[src/hw/gst_pkg.sv]
package gst_pkg;

  // register byte offsets
  localparam logic [7:0] OFF_CTRL = 8'h00;
  localparam logic [7:0] OFF_CNT_LO = 8'h04;
  localparam logic [7:0] OFF_CNT_HI = 8'h08;
  localparam logic [7:0] OFF_STATUS = 8'h0C;
  localparam logic [7:0] OFF_PINS = 8'h10;

  // control field positions
  localparam int CTRL_TIMER_ON = 0;
  localparam int CTRL_CLK_SRC = 1;
  localparam int CTRL_SYNC_DIS = 2;
  localparam int CTRL_OSC_EN = 3;
  localparam int CTRL_PRE_LO = 4;
  localparam int CTRL_PRE_HI = 5;

  // status and pin view field positions
  localparam int STAT_OVF = 0;
  localparam int PIN_DIR_A = 0;
  localparam int PIN_DIR_B = 1;
  localparam int PIN_DAT_A = 2;
  localparam int PIN_DAT_B = 3;

  // reset values and the count maximum
  localparam logic [15:0] CNT_RST = 16'h0000;
  localparam logic [15:0] CNT_MAX = 16'hFFFF;
  localparam logic [1:0] PIN_DIR_RST = 2'h3;
  localparam logic [1:0] PIN_DAT_RST = 2'h0;

  // instruction clock is a quarter of the system clock
  localparam logic [1:0] INSTR_LAST = 2'h3;

  // prescale select codes
  typedef enum logic [1:0] {
    GST_DIV1 = 2'h0,
    GST_DIV2 = 2'h1,
    GST_DIV4 = 2'h2,
    GST_DIV8 = 2'h3
  } gst_div_t;

endpackage : gst_pkg

[src/hw/gst_pre_if.sv]
`timescale 1ns/1ps
interface gst_pre_if;
  logic tick;
  logic clear;
  gst_pkg::gst_div_t sel;
  logic out;

  modport ctl (output tick, output clear, output sel, input out);
  modport pre (input tick, input clear, input sel, output out);
endinterface : gst_pre_if

[src/hw/gst_pin_sync.sv]
`timescale 1ns/1ps
module gst_pin_sync #(
  parameter int WIDTH = 2
) (
  input wire logic mclk,
  input wire logic rst_n,
  input wire logic [WIDTH-1:0] pinIn,
  output logic [WIDTH-1:0] levelOut
);

  typedef struct packed {
    logic [WIDTH-1:0] s1;
    logic [WIDTH-1:0] s2;
    logic [WIDTH-1:0] s3;
    logic [WIDTH-1:0] lvl;
  } gst_sync_t;

  gst_sync_t st_r;
  gst_sync_t st_nxt;

  always_comb begin
    st_nxt = st_r;
    st_nxt.s1 = pinIn;
    st_nxt.s2 = st_r.s1;
    st_nxt.s3 = st_r.s2;
    // level changes only once stages two and three agree
    for (int i = 0; i < WIDTH; i++) begin
      if (st_r.s2[i] == st_r.s3[i]) begin
        st_nxt.lvl[i] = st_r.s3[i];
      end
    end
  end

  always_ff @(posedge mclk or negedge rst_n) begin
    if (!rst_n) begin
      st_r <= '0;
    end else begin
      st_r <= st_nxt;
    end
  end

  assign levelOut = st_r.lvl;

endmodule : gst_pin_sync

[src/hw/gst_prescaler.sv]
`timescale 1ns/1ps
module gst_prescaler (
  input wire logic mclk,
  input wire logic rst_n,
  gst_pre_if.pre bus
);

  typedef struct packed {
    logic [2:0] cnt;
  } gst_pre_t;

  gst_pre_t st_r;
  gst_pre_t st_nxt;
  logic [2:0] mask;

  always_comb begin
    case (bus.sel)
      gst_pkg::GST_DIV1: mask = 3'h0;
      gst_pkg::GST_DIV2: mask = 3'h1;
      gst_pkg::GST_DIV4: mask = 3'h3;
      gst_pkg::GST_DIV8: mask = 3'h7;
      default: mask = 3'h0;
    endcase
  end

  always_comb begin
    st_nxt = st_r;
    if (bus.clear) begin
      st_nxt.cnt = 3'h0;
    end else if (bus.tick) begin
      st_nxt.cnt = (st_r.cnt & mask) == mask ? 3'h0 : st_r.cnt + 3'h1;
    end
  end

  always_ff @(posedge mclk or negedge rst_n) begin
    if (!rst_n) begin
      st_r <= '0;
    end else begin
      st_r <= st_nxt;
    end
  end

  // one pulse per 1, 2, 4 or 8 ticks
  assign bus.out = bus.tick && !bus.clear && ((st_r.cnt & mask) == mask);

endmodule : gst_prescaler

[src/hw/gst_timer.sv]
// Local design decisions: the register offsets and register access over APB.
`timescale 1ns/1ps
module gst_timer (
  input wire logic mclk,
  input wire logic rst_n,
  input wire logic psel,
  input wire logic penable,
  input wire logic pwrite,
  input wire logic [7:0] paddr,
  input wire logic [31:0] pwdata,
  output logic [31:0] prdata,
  output logic pready,
  output logic pslverr,
  input wire logic extCountClockPin,
  input wire logic xtalInputPin,
  input wire logic internalOscillator,
  input wire logic sysOscLpMode,
  input wire logic sleepMode,
  output logic overflowFlag,
  output logic wakeReq,
  output logic lpOscRun
);

  typedef struct packed {
    logic timerOn;
    logic clkSrc;
    logic syncDis;
    logic oscEn;
    logic [1:0] preSel;
    logic [1:0] pinDir;
    logic [1:0] pinDat;
    logic [15:0] count;
    logic ovf;
    logic armed;
    logic extPrev;
    logic [1:0] instrDiv;
    logic preLvl;
    logic ps1;
    logic ps2;
    logic ps3;
    logic ready;
    logic err;
    logic [31:0] rdata;
    logic wake;
    logic oscRun;
  } gst_state_t;

  gst_state_t st_r;
  gst_state_t st_nxt;

  gst_pre_if preBus ();

  logic [1:0] pinLvl;
  logic extLvl;
  logic accessWr;
  logic setupRd;
  logic wrCtrl;
  logic wrLo;
  logic wrHi;
  logic wrStat;
  logic wrPins;
  logic cntWrite;
  logic instrTick;
  logic extRise;
  logic syncRise;
  logic inc;
  logic rollover;
  // helpers for arming, flag, wake and oscillator gating
  logic extFall;
  logic oscAllowed;
  logic flagClr;
  logic asyncMode;
  logic wakeSet;
  logic cntTop;

  gst_pin_sync #(
    .WIDTH(2)
  ) u_pin_sync (
    .mclk(mclk),
    .rst_n(rst_n),
    .pinIn({xtalInputPin, extCountClockPin}),
    .levelOut(pinLvl)
  );

  gst_prescaler u_prescaler (
    .mclk(mclk),
    .rst_n(rst_n),
    .bus(preBus.pre)
  );

  function automatic logic isAddr(input logic [7:0] a, input logic [7:0] off);
    isAddr = (a == off);
  endfunction : isAddr

  // one byte of the live count, nothing latched
  function automatic logic [7:0] cntByte(input logic [15:0] c, input logic hi);
    cntByte = hi ? c[15:8] : c[7:0];
  endfunction : cntByte

  assign accessWr = psel && penable && pwrite && st_r.ready;
  assign setupRd = psel && !penable;
  assign wrCtrl = accessWr && isAddr(paddr, gst_pkg::OFF_CTRL);
  assign wrLo = accessWr && isAddr(paddr, gst_pkg::OFF_CNT_LO);
  assign wrHi = accessWr && isAddr(paddr, gst_pkg::OFF_CNT_HI);
  assign wrStat = accessWr && isAddr(paddr, gst_pkg::OFF_STATUS);
  assign wrPins = accessWr && isAddr(paddr, gst_pkg::OFF_PINS);
  assign cntWrite = wrLo || wrHi;

  // oscillator output replaces the pin as external source
  assign extLvl = st_r.oscRun ? pinLvl[1] : pinLvl[0];

  // instruction clock is a quarter of mclk, frozen in sleep
  assign instrTick = (st_r.instrDiv == gst_pkg::INSTR_LAST) && !sleepMode;

  // rising edge of the external source
  // only once a falling edge has armed the counter
  assign extRise = extLvl && !st_r.extPrev && st_r.armed;

  // falling edge of the external source, the only thing that arms
  // a low level alone must not arm: re-enabling with the pin low waits for a fall
  assign extFall = !extLvl && st_r.extPrev;

  // each toggle of the re-synchronised level is one prescaled edge
  assign syncRise = st_r.ps2 != st_r.ps3;

  always_comb begin
    preBus.tick = 1'b0;
    if (st_r.timerOn) begin
      preBus.tick = st_r.clkSrc ? extRise : instrTick;
    end
  end
  assign preBus.clear = cntWrite;
  assign preBus.sel = gst_pkg::gst_div_t'(st_r.preSel);

  // unsynchronised count takes the prescaler pulse straight
  // only the asynchronous external path runs during sleep
  always_comb begin
    if (!st_r.timerOn) begin
      inc = 1'b0;
    end else if (!st_r.clkSrc) begin
      inc = preBus.out;
    end else if (st_r.syncDis) begin
      inc = preBus.out;
    end else begin
      inc = syncRise && !sleepMode;
    end
  end

  assign cntTop = st_r.count == gst_pkg::CNT_MAX;
  assign rollover = inc && cntTop && !cntWrite;

  // software writes one to the flag bit
  assign flagClr = wrStat && pwdata[gst_pkg::STAT_OVF];

  // external unsynchronised counting is the only path alive in sleep
  assign asyncMode = st_r.clkSrc && st_r.syncDis;
  assign wakeSet = rollover && sleepMode && asyncMode;

  // shared oscillator only with internal or low-power system clock
  assign oscAllowed = internalOscillator || sysOscLpMode;

  always_comb begin
    st_nxt = st_r;
    st_nxt.instrDiv = st_r.instrDiv + 2'h1;
    st_nxt.extPrev = extLvl;

    // mode switches change path only, no compensation
    // prescaled external level toggles then passes three stages
    if (st_r.clkSrc && !st_r.syncDis && preBus.out) begin
      st_nxt.preLvl = !st_r.preLvl;
    end
    st_nxt.ps1 = st_r.preLvl;
    st_nxt.ps2 = st_r.ps1;
    st_nxt.ps3 = st_r.ps2;

    // disarm on stop or count write, arm on falling edge
    if (!st_r.timerOn || cntWrite) begin
      st_nxt.armed = 1'b0;
    end else if (extFall) begin
      st_nxt.armed = 1'b1;
    end

    if (inc) begin
      st_nxt.count = st_r.count + 16'h0001;
    end
    // byte writes load directly and win over increment
    if (wrLo) begin
      st_nxt.count[7:0] = pwdata[7:0];
    end
    if (wrHi) begin
      st_nxt.count[15:8] = pwdata[7:0];
    end

    // write one clears, a new rollover wins
    if (flagClr) begin
      st_nxt.ovf = 1'b0;
    end
    if (rollover) begin
      st_nxt.ovf = 1'b1;
    end

    // wake request on asynchronous overflow in sleep
    st_nxt.wake = wakeSet;

    if (wrCtrl) begin
      st_nxt.timerOn = pwdata[gst_pkg::CTRL_TIMER_ON];
      st_nxt.clkSrc = pwdata[gst_pkg::CTRL_CLK_SRC];
      st_nxt.syncDis = pwdata[gst_pkg::CTRL_SYNC_DIS];
      st_nxt.oscEn = pwdata[gst_pkg::CTRL_OSC_EN];
      st_nxt.preSel = pwdata[gst_pkg::CTRL_PRE_HI:gst_pkg::CTRL_PRE_LO];
    end
    if (wrPins) begin
      st_nxt.pinDir = {pwdata[gst_pkg::PIN_DIR_B], pwdata[gst_pkg::PIN_DIR_A]};
      st_nxt.pinDat = {pwdata[gst_pkg::PIN_DAT_B], pwdata[gst_pkg::PIN_DAT_A]};
    end

    // oscillator keeps running regardless of sleep
    // only with internal system clock or low-power crystal mode
    st_nxt.oscRun = st_r.oscEn && oscAllowed;

    // apb: no wait states, data sampled in the setup cycle
    st_nxt.ready = setupRd;
    st_nxt.err = 1'b0;
    st_nxt.rdata = 32'h0000_0000;
    if (setupRd) begin
      case (paddr)
        gst_pkg::OFF_CTRL: begin
          st_nxt.rdata[gst_pkg::CTRL_TIMER_ON] = st_r.timerOn;
          st_nxt.rdata[gst_pkg::CTRL_CLK_SRC] = st_r.clkSrc;
          st_nxt.rdata[gst_pkg::CTRL_SYNC_DIS] = st_r.syncDis;
          st_nxt.rdata[gst_pkg::CTRL_OSC_EN] = st_r.oscEn;
          st_nxt.rdata[gst_pkg::CTRL_PRE_HI:gst_pkg::CTRL_PRE_LO] = st_r.preSel;
        end
        gst_pkg::OFF_CNT_LO: st_nxt.rdata[7:0] = cntByte(st_r.count, 1'h0);
        gst_pkg::OFF_CNT_HI: st_nxt.rdata[7:0] = cntByte(st_r.count, 1'h1);
        gst_pkg::OFF_STATUS: st_nxt.rdata[gst_pkg::STAT_OVF] = st_r.ovf;
        gst_pkg::OFF_PINS: begin
          // forced pin view while oscillator enabled
          if (st_r.oscEn) begin
            st_nxt.rdata[gst_pkg::PIN_DIR_A] = 1'b1;
            st_nxt.rdata[gst_pkg::PIN_DIR_B] = 1'b1;
          end else begin
            st_nxt.rdata[gst_pkg::PIN_DIR_A] = st_r.pinDir[0];
            st_nxt.rdata[gst_pkg::PIN_DIR_B] = st_r.pinDir[1];
            st_nxt.rdata[gst_pkg::PIN_DAT_A] = st_r.pinDat[0];
            st_nxt.rdata[gst_pkg::PIN_DAT_B] = st_r.pinDat[1];
          end
        end
        default: st_nxt.err = 1'b1;
      endcase
    end
  end

  always_ff @(posedge mclk or negedge rst_n) begin
    if (!rst_n) begin
      st_r <= '0;
      st_r.count <= gst_pkg::CNT_RST;
      st_r.pinDir <= gst_pkg::PIN_DIR_RST;
      st_r.pinDat <= gst_pkg::PIN_DAT_RST;
    end else begin
      st_r <= st_nxt;
    end
  end

  assign prdata = st_r.rdata;
  assign pready = st_r.ready;
  assign pslverr = st_r.err;
  assign overflowFlag = st_r.ovf;
  assign wakeReq = st_r.wake;
  assign lpOscRun = st_r.oscRun;

endmodule : gst_timer

[config.mk]
export PLATFORM = sky130hd
export DESIGN_NAME = gst_timer
export DESIGN_NICKNAME = d
export VERILOG_FILES = /design/src/hw/gst_pkg.sv /design/src/hw/gst_pre_if.sv /design/src/hw/gst_pin_sync.sv /design/src/hw/gst_prescaler.sv /design/src/hw/gst_timer.sv
export SDC_FILE = /design/constraint.sdc
export NUM_CORES = 1
export LEC_CHECK = 0
export BUFFER_PORTS_ARGS = -buffer_cell sky130_fd_sc_hd__buf_4
export CAP_MARGIN = 10
export CELL_PAD_IN_SITES_DETAIL_PLACEMENT = 2
export CELL_PAD_IN_SITES_GLOBAL_PLACEMENT = 2
export CORE_UTILIZATION = 31
export DETAILED_ROUTE_END_ITERATION = 10
export HOLD_SLACK_MARGIN = 0.06
export PLACE_DENSITY_LB_ADDON = 0.1
export SLEW_MARGIN = 5
export SYNTH_ARGS = -nofsm -noshare
export SYNTH_HDL_FRONTEND = slang
export SYNTH_HIERARCHICAL = 1
export SYNTH_SLANG_ARGS = --single-unit
[constraint.sdc]
create_clock -name mclk -period 2.9 [get_ports mclk]
set_input_delay 0.145 -clock mclk [delete_from_list [all_inputs] [get_ports mclk]]
set_output_delay 0.145 -clock mclk [all_outputs]
set_load 0.01 [all_outputs]
; Word level (Yosys, flattened, before mapping)
; Index checks and enable logic that the tools add are counted.
; W data, S select, Z words.
[op_classes]
add_sub_neg = 3
n_eq_ne = 13
muxes = 26
bitwise_logic = 1
reduce_logical = 44
[op_table]
columns = cell, count
row1 = $logic_and A1 B1 Y1, 25
row2 = $mux W8, 3
row3 = $pmux W3 S4, 2
row4 = $add A16 B1 Y16 const B, 1
row5 = $eq A16 B16 Y1 const B, 1
row6 = $eq A8 B4 Y1 const B, 2
row7 = $mux W16, 1
row8 = $mux W1, 12
row9 = $reduce_bool A2 Y1, 5
row10 = $mux W3, 3
row11 = $eq A8 B3 Y1 const B, 1
row12 = $eq A8 B5 Y1 const B, 1
row13 = $logic_not A1 Y1, 8
row14 = $logic_not A8 Y1, 1
row15 = $eq A2 B2 Y1 const B, 3
row16 = $pmux W2 S3, 1
row17 = $pmux W1 S5, 1
row18 = $reduce_or A5 Y1, 1
row19 = $mux W2, 2
row20 = $pmux W2 S2, 1
row21 = $add A3 B1 Y3 const B, 1
row22 = $and A3 B3 Y3, 1
row23 = $eq A3 B3 Y1, 1
row24 = $logic_or A1 B1 Y1, 3
row25 = other kinds (5), 6
[totals]
register_bits = 58
in_bits = 50
wordCells = 115

; Depth between registers and ports, before layout
[depth]
depth_word = 15
depth_mapped = 12

; Cells and area by module
; Netlist, hierarchy kept.
[modules_own_cells]
columns = module, instances, cells_per_inst, area_each_um2, seq_area_each_um2
row1 = gst_timer, 1, 262, 2555.0, 1178.6
row2 = gst_pin_sync, 1, 12, 237.7, 200.2
row3 = gst_prescaler, 1, 22, 190.2, 75.1

; Least setup slack after synthesis
; No wires, ideal clock.
[synth_path]
path_kind = input -> register
startpoint = in paddr[4]
endpoint = reg st_r[59] (netlist bit)
setup_time_ns = 0.126
arrival_ns = 2.342
required_time_ns = 2.774
path_slack_ns = 0.432
path_stages = 12
path_buffers = 2
path_cell_list = buf_6 or4_4 nor4_4 nand2_2 nand2_1 nor2b_1 and3_1 a32o_1 buf_2 nand4_1 xor2_1 a21oi_1
[synth_between]
elab_chain_cells = 10
[synth_lines]
columns = element, line_no
row1 = start: declaration, gst_timer.sv:9  ; input wire logic [7:0] paddr,
row2 = $eq A8 B3 Y1 or $eq A8 B4 Y1 (tied branches), gst_timer.sv:92  ; isAddr = (a == off);
row3 = "$logic_and A1 B1 Y1, on equally long branches", "gst_timer.sv:103, gst_timer.sv:104"
row4 = $logic_or A1 B1 Y1 (*), gst_timer.sv:107  ; assign cntWrite = wrLo || wrHi;
row5 = named net cntWrite, gst_timer.sv:62  ; logic cntWrite;
row6 = $logic_not A1 Y1 (*), gst_prescaler.sv:44  ; assign bus.out = bus.tick && !bus.clear && ((st_r.cnt & mask) == mask);
row7 = $logic_and A1 B1 Y1 (*) (2 in a row), gst_prescaler.sv:44
row8 = named net preBus.out, gst_pre_if.sv:6  ; logic out;
row9 = $mux W1, gst_timer.sv:142  ; end else if (st_r.syncDis) begin
row10 = $mux W1 (*), gst_timer.sv:140  ; end else if (!st_r.clkSrc) begin
row11 = $mux W1 (*), gst_timer.sv:138  ; if (!st_r.timerOn) begin
row12 = $reduce_bool A2 Y1 (no source line) (*), n/a
row13 = end signal: assignment, gst_timer.sv:261  ; st_r <= st_nxt;
row14 = end: declaration, gst_timer.sv:48  ; gst_state_t st_r;
; The timed path passes the listed nets; every way through them passes the cells marked *.
; A chain may end at the register's enable or synchronous reset.

==> summary.md <==
| Metric | Value |
|---|---|
| Comb pwr share | `0.069` |
| Slew HR | `0.4834` |
| Setup TNS | `0 ps` |
| CTS sink cnt | `58` |
| Largest net degree at the start of global routing | `between 50 and 60` |
| Critical path fanouts, max | `15` |
| RSZ-0062 raised after global routing | `no` |
| Syn_area_per_cell | `10.08 um2` |
| Busiest layer in global routing | `met2` |
| Max VDD drop | `between 0.15 and 0.2 mV` |
| Power density cells | `around 460 nW/um2` |
| Maxcap violations | `0` |
| First drt pass iteration count | `5` |
| Async S/R FF share, synth | `1.000` |
| DP Wirelength | `between 5000 and 6000 um` |
| Global-route wire length before repair | `13040 um` |
| Element type at the critical path start | `register` |
| Boundary pin count | `87` |
| Port bufs | `38` |
| M3 GR Usage | `0.03552` |
| GP Congestion | `0.7621` |
| Switching pwr | `around 440 uW` |
| Synth Register Bits | `58` |
| Final setup viols | `0` |
| H-tree Lvls | `3` |
| Int Pwr | `between 1 and 1.5 mW` |
| Final max-slew violation count | `0` |
| Synthesis-to-layout area growth | `18.92%` |
| Crit end category | `register` |
| Cell mode on critical path | `nor2b_1` |
| Row cnt | `35` |
| Worst Tran Pin Value | `approximately 770 ps` |
| Die area | `10020 um2` |
| GRT overflow | `0` |
| Synthesized netlist cell count | `~300` |
| Setup bufs post-CTS | `0` |
| Synth Cell Area | `between 2000 and 3000 um2` |
| Period utilization | `0.8917` |
| Status | `finished, final reports clean` |
| Initial Util | `0.3213` |
| Final hold violation count | `0` |
| Met1 Use GR | `0.2130` |
| Initial antenna violation count | `0` |
| CTS buffer count | `9` |
| Via density per instance | `approximately 4.7` |
| Sequential Area | `1454 um2` |
| Clock tree root buffer cell | `clkbuf_8` |
| Dominant cells by area after synthesis | `dfrtp_1 (47%), buf_4 (8.6%), nor2_1 (4.9%)` |
| Final Total Pwr | `1.618 mW` |
| Hold Path Class | `in2reg` |
| Post-route minimum period | `2586 ps` |
| Distinct cell type count after synthesis | `46` |
| Final wirelength | `between 7000 and 8000 um` |
| Worst Clk Skew | `approximately 8.5 ps` |
| Vias | `between 2000 and 2500` |
| Top FF cell, synth | `dfrtp_1` |
| WL/cell | `16.34 um` |
| Top post-synthesis cells by count | `dfrtp_1 (56), nor2_1 (39), buf_4 (34)` |
| Flop pwr share | `0.513` |
| Area leader, netlist | `dfrtp_1` |
| DRC | `0` |
| Slowest CP cell | `dfrtp_1` |
| Critical-path cell list | `mux2i_1 -> nor3_1 -> a21oi_1 -> nor2b_1 -> nor2b_1 -> and3_1 -> a32o_4 -> nand3_1 -> nor4b_1` |
| Static Leakage | `1.631 nW` |
| Arr. time, crit path | `2820 ps` |
| GR Util met2 | `0.3008` |
| Layout Nets | `395` |
| Number of fill cells in the layout | `~1100` |
| CTS tree | `built` |
| Antenna Cells | `0` |
| Clock transition at path regs | `80 ps` |
| Area of the multi-input gates | `~1300 um2` |
| Synth warn | `6` |
| Overall die width | `approximately 100 um` |
| Max Fclk | `slightly below 400 MHz` |
| Die Ht | `about 100 um` |
| Sequential area share after synthesis | `0.4874` |
| Post-synth top area share | `0.4698` |
| Share of layout cells above drive strength 1 | `0.2421` |
| PnR worst setup slack | `314.1 ps` |
| Switching share of power | `0.2704` |
| DP Worst Slack | `~0.54 ps` |
| Most common cell in the netlist | `dfrtp_1` |
| Gr usage total | `0.1733` |
| Core area | `a little over 9000 um2` |
| CP required | `between 3000 and 4000 ps` |
| Number of enable flip-flop cells after synthesis | `0` |
| CTS max path bufs | `2` |
| Clk_lat worst skew | `between 300 and 400 ps` |
| WS Path Type | `reg2reg` |
| Flop2flop setup slack | `310 ps` |
| Clock power share | `0.418` |
| Final ANT Viol Nets | `0` |
| Iteration-0 DRC Markers | `52` |
| Final core occ | `0.3821` |
| Vias in the first global route | `2504` |
| Slowest stage delay, CP | `between 300 and 400 ps` |
[critical path, delay by kind of cell (launching register included)]
family | cells | cell delay [ps]
flops | 1 | 390
mux | 1 | 190
simple gates | 6 | 1480
compound gates | 2 | 410
[metrics by stage]
step                      hold slack (ps)  cells  area [um2]
after global routing                68.79    476        3547
after detailed placement            255.5    453        3287
after floorplan                    -150.6    319        3069
final                               68.41    476        3547
after global placement              255.2    453        3287
after CTS                           63.99    476        3537
[path summary, 6_finish.rpt]
kind                                                start  depth (start not counted)                             end
setup / recovery                       lpOscRun$_DFF_PN0_                          9               wakeReq$_DFF_PN0_
hold / removal                                  pwdata[6]                          3            st_r[59]$_DFFE_PN0P_
setup reg to reg                       lpOscRun$_DFF_PN0_                          9               wakeReq$_DFF_PN0_
hold reg to reg            u_pin_sync/st_nxt[5]$_DFF_PN0_                          0  u_pin_sync/st_nxt[3]$_DFF_PN0_
max in group asynchronous                           rst_n                          2            st_r[49]$_DFFE_PN0P_
min in group asynchronous                           rst_n                          2             prdata[7]$_DFF_PN0_
[final cells by class]
type	count	share of cell area
clock buffers	9	0.03492
clock inverters	7	0.01552
inverters	6	0.006349
multi-input cells	213	0.3686
flip-flops and latches	58	0.4099
well taps	129	0.04550
repair buffers	54	0.1192
[cell families (layout without fill, tap and decap cells)]
family          after synthesis  count (layout)  synth area share
compound gates               41              41           0.08012
xor+xnor                     17              17           0.04992
fa+ha+maj                     5               5           0.02014
buf+inv                      48              76            0.1070
flops                        58              58            0.4874
mux                          17              17           0.06544
other cells                   1              24          0.001257
simple gates                109             109            0.1888
[placed cells by master (no fill, tap or decap), types with 3 or more instances in the layout]
cell type      netlist  final
or3_1                3      3
clkinv_4             0      3
mux2_2              10     10
nand2_1             16     16
xor2_1              14     14
clkbuf_8             0      9
nor3b_1              3      3
a31oi_1              3      3
dlygate4sd3_1        0      7
xnor2_1              3      3
inv_1                6      6
buf_4               34     47
nand2_2              3      3
conb_1               1     24
mux2i_1              6      6
o21ai_0              3      3
nand4_1             10     10
ha_1                 3      3
nor3_1               4      4
nor2_1              39     39
nand3_1              9      9
nand2b_1             4      4
nor2b_1              6      6
dfrtp_1             56     56
and3_1               4      4
a21oi_1             25     25
[registers in the layout (all words and copies together) (netlist names), 2 cells and up]
name                 cells
st_nxt                   3
st_r                    29
u_pin_sync/st_nxt        4
u_pin_sync/levelOut      2
u_pin_sync/st_r          2
prdata                   8
u_prescaler/st_r         3
preBus.sel               2
[metal layers]
metal	wire length, um	vias to the layer above	part of all wire
li1	-	1057	-
met2	3831	52	0.49
met5	0	-	0
met3	252	13	0.032
met1	3544	1103	0.46
met4	150	0	0.019
[power by group through the flow]
stage / Sequential (mW) / Clock [mW] / Combinational, mW
CTS: 0.830 / 0.702 / 0.115
detailed placement: 0.845 / 0 / 0.107
floorplan: 0.843 / 0 / 0.0712
finish: 0.829 / 0.676 / 0.112
global route: 0.831 / 0.738 / 0.126
global placement: 0.845 / 0 / 0.104
[what timing repair did]
item,CTS,global route
endpoints found under the hold margin,61,0
hold buffers,7,0
resized for setup,1,1
cloned,0,0
endpoints found under the setup margin,2,1
Note: power is estimated with default switching activity, not from simulation.
